===== src/shared/seq_map.svh =====
// Register offsets, field positions, reset values and timing constants of the step sequencer.
`ifndef SEQ_MAP_SVH
`define SEQ_MAP_SVH
// ----------------------------------------
// Register byte addresses
// ----------------------------------------
`define ADDR_CTRL       12'h000
`define ADDR_MAX_FREQ   12'h004
`define ADDR_RATED_VOLT 12'h008
`define ADDR_STATUS     12'h00C
`define ADDR_ELAPSED    12'h010
`define ADDR_PF_SNAP    12'h014
`define ADDR_REF_BASE   12'h040
`define ADDR_TIME_BASE  12'h080
`define ADDR_STEP_SPAN  12'h040
// ----------------------------------------
// Control and step-time field positions
// ----------------------------------------
`define CTRL_MODE_LO    0
`define CTRL_MODE_HI    1
`define CTRL_PWR_RET    2
`define CTRL_STOP_RET   3
`define CTRL_SRC_VOLT   4
`define CTRL_UNIT_HOURS 5
`define RAMP_LO         16
`define RAMP_HI         17
// ----------------------------------------
// Ranges and reset values
// ----------------------------------------
`define REF_FULL        16'sd1000
`define REF_FULL_SCALE  32'd1000
`define DUR_MAX         16'd65000
`define MAX_FREQ_RST    16'h1388
`define RATED_VOLT_RST  16'h0DC0
`define LAST_STEP       4'hF
`define FIRST_STEP      4'h0
// ----------------------------------------
// Time base
// ----------------------------------------
`define CLK_PERIOD_NS   10
`define TENTH_SEC_NS    100000000
`define TENTHS_PER_HOUR_TENTH 12'd3600
`endif


===== src/shared/seq_pkg.sv =====
// Types shared by the step sequencer and its testbench.
package seq_pkg;
  typedef enum logic [1:0] {
    ST_IDLE = 2'b00,
    ST_RUN  = 2'b01,
    ST_HOLD = 2'b11
  } seq_state_t;
  typedef enum logic [1:0] {
    END_STOP   = 2'b00,
    END_HOLD   = 2'b01,
    END_REPEAT = 2'b10
  } end_mode_t;
endpackage


===== src/hw/step_tick_gen.sv =====
// Time base: one pulse per tenth of a second, or per tenth of an hour.
`timescale 1ns/1ns
`include "seq_map.svh"
module step_tick_gen #(
  parameter int unsigned TENTH_SEC_CYCLES = `TENTH_SEC_NS / `CLK_PERIOD_NS
) (
  // Clock and reset
  input  wire logic clk,
  input  wire logic rst_n,
  // Control
  input  wire logic enable,
  input  wire logic unitHours,
  // Result
  output logic      tick
);
  logic [31:0] cycleCnt_r;
  logic [11:0] tenthCnt_r;
  logic        secTick;

  assign secTick = enable && (cycleCnt_r == 32'(TENTH_SEC_CYCLES - 1));

  always_ff @(posedge clk or negedge rst_n) begin
    if (!rst_n) begin
      cycleCnt_r <= 32'h0;
    end else if (!enable || secTick) begin
      cycleCnt_r <= 32'h0;
    end else begin
      cycleCnt_r <= cycleCnt_r + 32'h1;
    end
  end

  // A tenth of an hour is counted as 3600 tenth-second pulses so the wide count stays small.
  always_ff @(posedge clk or negedge rst_n) begin
    if (!rst_n) begin
      tenthCnt_r <= 12'h0;
    end else if (!enable || !unitHours) begin
      tenthCnt_r <= 12'h0;
    end else if (secTick) begin
      tenthCnt_r <= (tenthCnt_r == `TENTHS_PER_HOUR_TENTH - 12'h1) ? 12'h0 : tenthCnt_r + 12'h1;
    end
  end

  assign tick = secTick && (!unitHours || tenthCnt_r == `TENTHS_PER_HOUR_TENTH - 12'h1);
endmodule


===== src/hw/multistep_speed_sequencer.sv =====
// Multi-step speed sequencer with APB register access and retention of the step position.
`timescale 1ns/1ns
`include "seq_map.svh"
module multistep_speed_sequencer
  import seq_pkg::*;
#(
  parameter int unsigned TENTH_SEC_CYCLES = `TENTH_SEC_NS / `CLK_PERIOD_NS
) (
  // Clock and reset
  input  wire logic        clk,
  input  wire logic        rst_n,
  // APB slave
  input  wire logic        psel,
  input  wire logic        penable,
  input  wire logic        pwrite,
  input  wire logic [11:0] paddr,
  input  wire logic [31:0] pwdata,
  output logic      [31:0] prdata,
  output logic             pready,
  output logic             pslverr,
  // Drive command pins
  input  wire logic        runReq,
  input  wire logic        powerFail,
  input  wire logic        powerUp,
  // Setpoint path
  output logic      [15:0] freqSet,
  output logic             reverse,
  output logic      [15:0] voltSet,
  output logic      [1:0]  rampSel,
  output logic             driveRun
);
  // ----------------------------------------
  // Helpers
  // ----------------------------------------
  function automatic logic [15:0] scaleRef(input logic signed [15:0] refVal, input logic [15:0] full);
    logic [31:0] mag;
    mag = 32'(refVal[15] ? -refVal : refVal);
    return 16'((mag * 32'(full)) / `REF_FULL_SCALE);
  endfunction

  function automatic logic signed [15:0] clampRef(input logic signed [15:0] v);
    return (v > `REF_FULL) ? `REF_FULL : ((v < -`REF_FULL) ? -`REF_FULL : v);
  endfunction

  // ----------------------------------------
  // Pin synchronisers
  // ----------------------------------------
  logic [2:0] runSync_r;
  logic [2:0] pfSync_r;
  logic [2:0] upSync_r;
  always_ff @(posedge clk or negedge rst_n) begin
    if (!rst_n) begin
      runSync_r <= 3'h0;
      pfSync_r  <= 3'h0;
      upSync_r  <= 3'h0;
    end else begin
      runSync_r <= {runSync_r[1:0], runReq};
      pfSync_r  <= {pfSync_r[1:0], powerFail};
      upSync_r  <= {upSync_r[1:0], powerUp};
    end
  end

  logic startEv;
  logic stopEv;
  logic pfRise;
  logic upRise;
  assign startEv = runSync_r[1] && !runSync_r[2];
  assign stopEv  = !runSync_r[1] && runSync_r[2];
  assign pfRise  = pfSync_r[1] && !pfSync_r[2];
  assign upRise  = upSync_r[1] && !upSync_r[2];

  // ----------------------------------------
  // Register file
  // ----------------------------------------
  logic [5:0]         ctrl_r;
  logic [15:0]        maxFreq_r;
  logic [15:0]        ratedVolt_r;
  logic signed [15:0] stepRef_r  [16];
  logic [15:0]        stepDur_r  [16];
  logic [1:0]         stepRamp_r [16];
  end_mode_t endMode;
  logic      pwrRetain;
  logic      stopRetain;
  logic      srcVolt;
  assign endMode    = end_mode_t'(ctrl_r[`CTRL_MODE_HI:`CTRL_MODE_LO]);
  assign pwrRetain  = ctrl_r[`CTRL_PWR_RET];
  assign stopRetain = ctrl_r[`CTRL_STOP_RET];
  assign srcVolt    = ctrl_r[`CTRL_SRC_VOLT];
  logic       wrEn;
  logic       rdEn;
  logic       refHit;
  logic       timeHit;
  logic [3:0] stepSel;
  assign wrEn    = psel && penable && pwrite && pready;
  assign rdEn    = psel && penable && !pwrite && !pready;
  assign refHit  = paddr >= `ADDR_REF_BASE && paddr < `ADDR_REF_BASE + `ADDR_STEP_SPAN && paddr[1:0] == 2'h0;
  assign timeHit = paddr >= `ADDR_TIME_BASE && paddr < `ADDR_TIME_BASE + `ADDR_STEP_SPAN && paddr[1:0] == 2'h0;
  assign stepSel = paddr[5:2];
  // Mode code 3 is not defined, so a write of it falls back to the stop mode.
  always_ff @(posedge clk or negedge rst_n) begin
    if (!rst_n) begin
      ctrl_r      <= 6'h00;
      maxFreq_r   <= `MAX_FREQ_RST;
      ratedVolt_r <= `RATED_VOLT_RST;
    end else if (wrEn && paddr == `ADDR_CTRL) begin
      ctrl_r <= {pwdata[`CTRL_UNIT_HOURS:`CTRL_PWR_RET],
                 (pwdata[`CTRL_MODE_HI:`CTRL_MODE_LO] == 2'h3) ? 2'h0 : pwdata[`CTRL_MODE_HI:`CTRL_MODE_LO]};
    end else if (wrEn && paddr == `ADDR_MAX_FREQ) begin
      maxFreq_r <= pwdata[15:0];
    end else if (wrEn && paddr == `ADDR_RATED_VOLT) begin
      ratedVolt_r <= pwdata[15:0];
    end
  end

  always_ff @(posedge clk or negedge rst_n) begin
    if (!rst_n) begin
      for (int i = 0; i < 16; i++) begin
        stepRef_r[i]  <= 16'sh0000;
        stepDur_r[i]  <= 16'h0000;
        stepRamp_r[i] <= 2'h0;
      end
    end else if (wrEn && refHit) begin
      stepRef_r[stepSel] <= clampRef(pwdata[15:0]);
    end else if (wrEn && timeHit) begin
      stepDur_r[stepSel]  <= (pwdata[15:0] > `DUR_MAX) ? `DUR_MAX : pwdata[15:0];
      stepRamp_r[stepSel] <= pwdata[`RAMP_HI:`RAMP_LO];
    end
  end

  // ----------------------------------------
  // Sequencer
  // ----------------------------------------
  seq_state_t  state_r;
  logic [3:0]  idx_r;
  logic [15:0] elapsed_r;
  logic [3:0]  pfIdx_r;
  logic [15:0] pfElapsed_r;
  logic [15:0] pfFreq_r;
  logic        resumeValid_r;
  logic        tick;
  logic        stepDone;
  logic        lastDone;
  step_tick_gen #(.TENTH_SEC_CYCLES(TENTH_SEC_CYCLES)) u_tick (
    .clk       (clk),
    .rst_n     (rst_n),
    .enable    (state_r == ST_RUN),
    .unitHours (ctrl_r[`CTRL_UNIT_HOURS]),
    .tick      (tick)
  );
  assign stepDone = state_r == ST_RUN && elapsed_r >= stepDur_r[idx_r];
  assign lastDone = stepDone && idx_r == `LAST_STEP;
  // A stop outranks the end of a pass, so a stop in that cycle is never lost.
  always_ff @(posedge clk or negedge rst_n) begin
    if (!rst_n) begin
      state_r   <= ST_IDLE;
      idx_r     <= `FIRST_STEP;
      elapsed_r <= 16'h0;
    end else if (upRise) begin
      state_r   <= ST_IDLE;
      idx_r     <= pwrRetain ? pfIdx_r : `FIRST_STEP;
      elapsed_r <= pwrRetain ? pfElapsed_r : 16'h0;
    end else if (stopEv && state_r != ST_IDLE) begin
      state_r <= ST_IDLE;
    end else if (startEv && state_r == ST_IDLE) begin
      state_r <= ST_RUN;
      if (!stopRetain && !resumeValid_r) begin
        idx_r     <= `FIRST_STEP;
        elapsed_r <= 16'h0;
      end
    end else if (lastDone) begin
      elapsed_r <= 16'h0;
      if (srcVolt || endMode == END_REPEAT) begin
        idx_r <= `FIRST_STEP;
      end else if (endMode == END_HOLD) begin
        state_r <= ST_HOLD;
      end else begin
        state_r <= ST_IDLE;
        idx_r   <= `FIRST_STEP;
      end
    end else if (stepDone) begin
      idx_r     <= idx_r + 4'h1;
      elapsed_r <= 16'h0;
    end else if (tick && elapsed_r != 16'hFFFF) begin
      elapsed_r <= elapsed_r + 16'h1;
    end
  end

  // Power-up with retention lets the next start resume even when stop retention is off.
  always_ff @(posedge clk or negedge rst_n) begin
    if (!rst_n) begin
      resumeValid_r <= 1'b0;
    end else if (upRise) begin
      resumeValid_r <= pwrRetain;
    end else if (startEv && state_r == ST_IDLE) begin
      resumeValid_r <= 1'b0;
    end
  end

  always_ff @(posedge clk or negedge rst_n) begin
    if (!rst_n) begin
      pfIdx_r     <= `FIRST_STEP;
      pfElapsed_r <= 16'h0;
      pfFreq_r    <= 16'h0;
    end else if (pfRise) begin
      pfIdx_r     <= idx_r;
      pfElapsed_r <= elapsed_r;
      pfFreq_r    <= freqSet;
    end
  end

  // ----------------------------------------
  // Setpoint outputs
  // ----------------------------------------
  logic active;
  assign active = state_r != ST_IDLE;
  always_ff @(posedge clk or negedge rst_n) begin
    if (!rst_n) begin
      freqSet  <= 16'h0;
      reverse  <= 1'b0;
      voltSet  <= 16'h0;
      rampSel  <= 2'h0;
      driveRun <= 1'b0;
    end else begin
      freqSet  <= (active && !srcVolt) ? scaleRef(stepRef_r[idx_r], maxFreq_r) : 16'h0;
      reverse  <= active && !srcVolt && stepRef_r[idx_r][15];
      voltSet  <= (active && srcVolt) ? scaleRef(stepRef_r[idx_r], ratedVolt_r) : 16'h0;
      rampSel  <= stepRamp_r[idx_r];
      driveRun <= active;
    end
  end

  // ----------------------------------------
  // APB answer
  // ----------------------------------------
  // One wait state keeps prdata and pready straight from flip-flops.
  always_ff @(posedge clk or negedge rst_n) begin
    if (!rst_n) begin
      pready  <= 1'b0;
      pslverr <= 1'b0;
      prdata  <= 32'h0;
    end else begin
      pready  <= psel && penable && !pready;
      pslverr <= 1'b0;
      prdata  <= 32'h0;
      if (psel && penable && !pready) begin
        if (refHit) begin
          prdata <= rdEn ? {{16{stepRef_r[stepSel][15]}}, stepRef_r[stepSel]} : 32'h0;
        end else if (timeHit) begin
          prdata <= rdEn ? {14'h0, stepRamp_r[stepSel], stepDur_r[stepSel]} : 32'h0;
        end else if (paddr == `ADDR_CTRL) begin
          prdata <= rdEn ? {26'h0, ctrl_r} : 32'h0;
        end else if (paddr == `ADDR_MAX_FREQ) begin
          prdata <= rdEn ? {16'h0, maxFreq_r} : 32'h0;
        end else if (paddr == `ADDR_RATED_VOLT) begin
          prdata <= rdEn ? {16'h0, ratedVolt_r} : 32'h0;
        end else if (paddr == `ADDR_STATUS && !pwrite) begin
          prdata <= {24'h0, resumeValid_r, reverse, state_r, idx_r};
        end else if (paddr == `ADDR_ELAPSED && !pwrite) begin
          prdata <= {16'h0, elapsed_r};
        end else if (paddr == `ADDR_PF_SNAP && !pwrite) begin
          prdata <= {12'h0, pfIdx_r, pfFreq_r};
        end else begin
          pslverr <= 1'b1;
        end
      end
    end
  end
endmodule


===== config.mk =====
export PLATFORM = sky130hd
export DESIGN_NAME = multistep_speed_sequencer
export DESIGN_NICKNAME = d
export VERILOG_FILES = /design/src/shared/seq_pkg.sv /design/src/hw/step_tick_gen.sv /design/src/hw/multistep_speed_sequencer.sv
export VERILOG_INCLUDE_DIRS = /design/src /design/src/shared
export SDC_FILE = /design/constraint.sdc
export NUM_CORES = 2
export LEC_CHECK = 0
export BUFFER_PORTS_ARGS = -buffer_cell sky130_fd_sc_hd__buf_4
export CORE_AREA = 2 2 310 373
export DETAILED_ROUTE_END_ITERATION = 6
export DIE_AREA = 0 0 312 375
export PLACE_DENSITY = 0.82
export SLEW_MARGIN = 20
export SYNTH_ARGS = -nofsm -noshare
export SYNTH_HDL_FRONTEND = slang
export SYNTH_SLANG_ARGS = --single-unit

===== constraint.sdc =====
create_clock -name clk -period 64 [get_ports clk]
set_clock_uncertainty 0.05 [all_clocks]
set_input_delay 6.4 -clock clk [delete_from_list [all_inputs] [get_ports clk]]
set_output_delay 6.4 -clock clk [all_outputs]
set_load 0.02 [all_outputs]

======== Word-level counts from Yosys, hierarchy flattened ========
Cells that the tools add are included.
operators by class
  add/subtract/negate cells ............... 5
  $mul .................................... 2
  div/mod/pow operators ................... 2
  magnitude comparators ................... 11
  eq/ne operators ......................... 17
  mux-type cells .......................... 84
  bitwise operators ....................... 5
  reductions and logical operators ........ 64
operators with widths
  kind                                                                            number
  256-bit bitwise mux                                                             2
  16-bit two-way mux                                                              24
  16-bit binary-select mux with 4-bit select                                      4
  32-bit two-way mux                                                              5
  20-bit two-way mux                                                              7
  16-bit demux with 4-bit select                                                  1
  32-bit by 10-bit divider with 32-bit output (second input constant)             2
  32-bit by 16-bit multiplier with 32-bit output                                  2
  12-bit two-way mux                                                              3
  4-bit two-way mux                                                               9
  1-bit logical AND                                                               34
  32-bit by 1-bit adder with 32-bit output (second input constant)                1
  32-bit bitwise mux                                                              1
  32-bit by 24-bit == test with 1-bit output (second input constant)              1
  16-bit negator with 32-bit output                                               1
  12-bit by 4-bit == test with 1-bit output (second input constant)               2
  12-bit by 5-bit == test with 1-bit output (second input constant)               2
  12-bit by 8-bit less-than comparator with 1-bit output (second input constant)  2
  2-bit two-way mux                                                               12
  18-bit two-way mux                                                              1
  16-bit by 1-bit adder with 16-bit output (second input constant)                1
  2-bit binary-select mux with 4-bit select                                       2
  16-bit >= comparator                                                            1
  16-bit by 11-bit > comparator with 1-bit output (second input constant)         1
  other kinds (33)                                                                69
storage, ports and cells
  bits in registers ....................... 764
  output and inout port bits .............. 70
  logic and storage cells ................. 261

======== Logic depth before layout (Yosys ltp) ========
  word-level depth ........................ 11
  depth in mapped cells ................... 94

======== Cells and area by module ========
From an unflattened synthesis, not the netlist that was laid out.
unflattened totals
  cells, all modules ...................... 7614
  area total of the unflattened synthesis .. 73797.0 sq um
modules (own cells, without submodules)
  module                     times used  cells each  area an instance (sq um)  seq. area each (sq um)
  multistep_speed_sequencer  1           7362        71404.7                   17754.5
  step_tick_gen              1           252         2392.3                    1101.1

======== Worst setup path before layout ========
OpenSTA, ideal clock, no wires.
  path kind ............................... register to register
  start ................................... reg idx_r[0]
  end ..................................... reg freqSet[0]
  setup time .............................. 0.120 ns
  data arrival time ....................... 22.996 ns
  data required time ...................... 63.830 ns
  setup slack ............................. 40.833 ns
  stages on the path, launching flop included .. 86
  path buffers ............................ 11
  clock period less this slack ............ 23.167 ns
  cell sequence ........................... dfrtp_1 clkbuf_1 clkbuf_1 clkbuf_1 clkbuf_1 clkbuf_1 mux4_2 mux2_2 o21ai_1 a21oi_1 xor2_1 clkbuf_1 nand2_1 fa_1 inv_1 fa_1 inv_1 fa_1 (+50 left out) nor3_1 a31oi_1 and2_1 o221ai_2 nand2_1 or2_1 buf_2 or3_1 a21oi_1 o211a_2 nand2_1 o31ai_1 a31oi_1 o21ai_2 mux2_4 nand3_1 a221o_1 a41o_1
between the ends
  cells in the longest elaborated chain, start to end .. 9
ends and longest elaborated chain
  item                                                            line                              RTL
  start: declaration                                              multistep_speed_sequencer.sv:134  logic [3:0] idx_r;
  start signal: assignment                                        multistep_speed_sequencer.sv:156  idx_r <= `FIRST_STEP;
  start signal: assignment                                        multistep_speed_sequencer.sv:160  idx_r <= pwrRetain ? pfIdx_r : `FIRST_STEP;
  start signal: assignment                                        multistep_speed_sequencer.sv:167  idx_r <= `FIRST_STEP;
  4-bit NOT with 5-bit output (not written as such) *             multistep_speed_sequencer.sv:224  freqSet <= (active && !srcVolt) ? scaleRef(stepRef_r[idx_r], maxFreq_r) : 16'h0;
  16-bit binary-select mux with 4-bit select *                    multistep_speed_sequencer.sv:224
  16-bit two-way mux (not written as such) * (2 in series)        multistep_speed_sequencer.sv:224
  16-bit negator with 32-bit output                               multistep_speed_sequencer.sv:37   mag = 32'(refVal[15] ? -refVal : refVal);
  32-bit two-way mux *                                            multistep_speed_sequencer.sv:37
  32-bit by 16-bit multiplier with 32-bit output *                multistep_speed_sequencer.sv:38   return 16'((mag * 32'(full)) / `REF_FULL_SCALE);
  32-bit by 10-bit divider with 32-bit output (no source line) *  --
  16-bit two-way mux *                                            multistep_speed_sequencer.sv:224
  end signal: assignment                                          multistep_speed_sequencer.sv:224
  end: declaration                                                multistep_speed_sequencer.sv:26   output logic [15:0] freqSet,
Mark *: on every way between the ends. The rest lies on a longest branch, timed or not. The select of a mux whose other input is x is not followed.
A chain may end at the register's enable or synchronous reset.

======== Worst setup path in the final report ========
  start ................................... reg idx_r[1]
  end ..................................... reg voltSet[0]
between the ends
  cells in the longest elaborated chain, start to end .. 9
ends and longest elaborated chain
  item                                                            line                              RTL
  4-bit NOT with 5-bit output (not written as such) *             multistep_speed_sequencer.sv:226  voltSet <= (active && srcVolt) ? scaleRef(stepRef_r[idx_r], ratedVolt_r) : 16'h0;
  16-bit binary-select mux with 4-bit select *                    multistep_speed_sequencer.sv:226
  16-bit two-way mux (not written as such) * (2 in series)        multistep_speed_sequencer.sv:226
  16-bit negator with 32-bit output                               multistep_speed_sequencer.sv:37
  32-bit two-way mux *                                            multistep_speed_sequencer.sv:37
  32-bit by 16-bit multiplier with 32-bit output *                multistep_speed_sequencer.sv:38
  32-bit by 10-bit divider with 32-bit output (no source line) *  --
  16-bit two-way mux *                                            multistep_speed_sequencer.sv:226
  end signal: assignment                                          multistep_speed_sequencer.sv:226
  end: declaration                                                multistep_speed_sequencer.sv:28   output logic [15:0] voltSet,
Marked as above.

==> impl_metrics.env <==
export IMPL_crit_fanout=50
export IMPL_dp_hpwl_um=147900
export IMPL_synth_top_family_by_area="adder cells"
export IMPL_fin_area_um2=78750
export IMPL_rsz0062_at_grt="false"
export IMPL_drc=78
export IMPL_maxSlewViolCount=0
export IMPL_initial_core_util_pct=64.53
export IMPL_synth_xor_area_share_pct=2.736
export IMPL_synth_edf_count=0
export IMPL_yosys_register_bits=753
export IMPL_r2r_slack_ns=36.22
export IMPL_dr_pass1_iters=7
export IMPL_place_area_um2=75980
export IMPL_cts_tree="done"
export IMPL_synthCells=7773
export IMPL_setup_viol=0
export IMPL_drive_gt1_share_pct=13.17
export IMPL_failed_checks="DRC"
export IMPL_synth_compound_area_share_pct=16.58
export IMPL_yosysUniqueCellTypes=154
export IMPL_fin_crit_sh_pct=43.41
export IMPL_critPathRequiredTime_ns=64.52
export IMPL_slew_headroom_pct=16.64
export IMPL_critPathLaunchType="register"
export IMPL_maxCapViolCount=0
export IMPL_clk_latency_ns=0.72
export IMPL_grt_max_degree=196
export IMPL_syn_area_um2=73350
export IMPL_cts_max_level=3
export IMPL_dieHeight_um=375
export IMPL_cts_buffer_depth=3
export IMPL_end_kind="register"
export IMPL_multi_input_area_um2=51250
export IMPL_nets=8656
export IMPL_grt_pass1_vias=63220
export IMPL_vias_per_cell=6.615
export IMPL_core_um2=113700
export IMPL_synth_area_mux_share_pct=12.65
export IMPL_grt_ovfl_total=0
export IMPL_fillers=8478
export IMPL_globalRouteTotalUtil_pct=36.70
export IMPL_cts_hold_buf=0
export IMPL_setup_ws_ns=36.22
export IMPL_status="finished with violations"
export IMPL_ys_flop_type="dfrtp_1"
export IMPL_fmax_mhz=35.99
export IMPL_clk_pin_slew_ns=0.07
export IMPL_gp_congestion=0.9649
export IMPL_fin_tns_setup_ns=0
export IMPL_regArea_um2=18870
export IMPL_timing_final_crit_period_ns=27.78
export IMPL_routed_wl_um=212900
export IMPL_hold_violations=0
export IMPL_post_cts_setup_buffers=0
export IMPL_synthToLayoutAreaGrowth_pct=7.357
export IMPL_cp_top_family="compound AO/OA/AOI/OAI gates"
export IMPL_arrival_ns=28.30
export IMPL_crit_start="idx_r[1]"
export IMPL_synth_simple_area_share_pct=17.00
export IMPL_io_pins=122
export IMPL_fp_dieArea_um2=117000
export IMPL_cts_sinks=753
export IMPL_path_class="reg2reg"
export IMPL_detail_route_antenna_nets=0
export IMPL_num_rows=136
export IMPL_ys_seq_area_share_pct=25.71
export IMPL_grt_pass1_wl_um=340800
export IMPL_syn_avg_cell_area_um2=9.437
export IMPL_final_core_util_pct=69.28
export IMPL_antenna_found_initial=10
export IMPL_vias=62320
export IMPL_root_buffer="clkbuf_16"
export IMPL_drtIter0Drc=6959
export IMPL_slowest_delay_ns=1.01
export IMPL_yosys_warnings=0
export IMPL_hold_path_class="reg2reg"
export IMPL_numPortBuffers=107
export IMPL_cp_num_buf_inv=5
export IMPL_rr_startpoint="idx_r[1]"
export IMPL_crit_top_cell="fa_1"
export IMPL_die_x_um=312
export IMPL_dp_slack_ns=36.83
export IMPL_min_delay_start="pfSync_r[0]"
export IMPL_synthArstFlopShare_pct=100.0
export IMPL_diodes=0
export IMPL_cts_inserted_buffers=78
export IMPL_wl_per_cell_um=22.60
export IMPL_ctsResizeCount=0
export IMPL_critPathSlowestCell="dfrtp_4"
export IMPL_tightestPinTransition_ns=1.249
export IMPL_synthAdderAreaFrac_pct=19.32
## cell usage after synthesis, types with 40 or more instances
master       n  area, µm²
xnor2_1    149       1305
o21ai_0    569       2848
clkbuf_1   327       1227
nor2_1     441       1655
buf_2       40      200.2
a21o_1      49      367.9
nand3_1    133      665.6
nand4_1     47      294.0
nand2b_1    71      444.2
and2_1     203       1270
mux2_2      90       1013
inv_1      693       2601
a31oi_1     66      412.9
buf_1       44      165.2
nor2b_1    159      994.7
o21ai_1     46      230.2
ha_1       153       1914
a211oi_1    65      488.0
o21a_1      47      352.8
nor3_1     116      580.6
nand2_1   1209       4538
mux4_2     339       7635
fa_1       608      12170
mux2i_1     47      470.5
and3_1      62      387.9
o211ai_1    44      330.3
a21oi_1    315       1577
dfrtp_1    743      18590
xor2_1      69      604.3
## worst reg2reg max path: cells and delay by family (launching register included)
family,cells,cell delay (ns)
fa+ha+maj,7,3.52
compound gates,38,13.19
flops,1,1.01
buf+inv,5,1.41
mux,6,2.58
xor+xnor,2,0.64
simple gates,18,5.25
## final cells by class
cell class | instances | share of cell area (%)
clock buffer | 105 | 2.865
sequential | 753 | 23.96
clock inverter | 34 | 0.5100
tap | 1518 | 2.412
timing repair buffer | 187 | 1.864
multi-input combinational | 6129 | 65.08
inverter | 694 | 3.308
## kinds of logic after synthesis
logic type,count (synthesis)
buf+inv,1129
compound gates,1751
flops,753
xor+xnor,224
other cells,2
mux,487
fa+ha+maj,769
simple gates,2658
## layer usage
metal | part of all wire (%) | vias to the layer above | routed length, µm | GRT usage [%]
met3 | 11 | 940 | 22520 | 9.378
li1 | - | 27020 | - | -
met1 | 36 | 30860 | 75960 | 44.92
met5 | 0.067 | - | 142 | 0.7025
met4 | 6.7 | 18 | 14320 | 21.16
met2 | 47 | 3479 | 99990 | 59.20
## final timing paths
kind                       cells past startpoint       endpoint
max                                           76     voltSet[0]
min                                            0    pfSync_r[1]
max reg2reg                                   76     voltSet[0]
min reg2reg                                    0    pfSync_r[1]
max in group asynchronous                      3  stepRef_r[21]
min in group asynchronous                      1  stepDur_r[83]
## through the flow
step | instances | hold WS (ns)
after floorplan | 8011 | 0.2812
after global routing | 9420 | 0.3158
final | 9420 | 0.3072
after CTS | 9419 | 0.3094
after detailed placement | 9280 | 0.2958
after global placement | 9280 | 0.2916
## state kept, by name (all words and copies together), names as in the netlist, 3 cells and up
name,flops
stepDur_r,256
stepRef_r,256
stepRamp_r,32
u_tick.cycleCnt_r,32
prdata,21
elapsed_r,16
freqSet,16
maxFreq_r,16
pfElapsed_r,16
pfFreq_r,16
ratedVolt_r,16
voltSet,16
u_tick.tenthCnt_r,12
ctrl_r,6
idx_r,4
pfIdx_r,4
pfSync_r,3
runSync_r,3
upSync_r,3
## placed cells by master, fill, tap and decap left out, drive strengths merged, types with 72 or more instances in the layout
master,count
a211oi,81
a21oi,327
a31oi,72
and2,209
buf,187
clkbuf,105
conb,240
dfrtp,743
fa,608
ha,153
inv,699
mux2,94
mux4,339
nand2,1213
nand3,137
nor2,447
nor2b,160
nor3,119
o21ai,628
xnor2,155
Power is not shown: default switching activity piles up to over one toggle a cycle in this logic, so the estimate is an artifact.
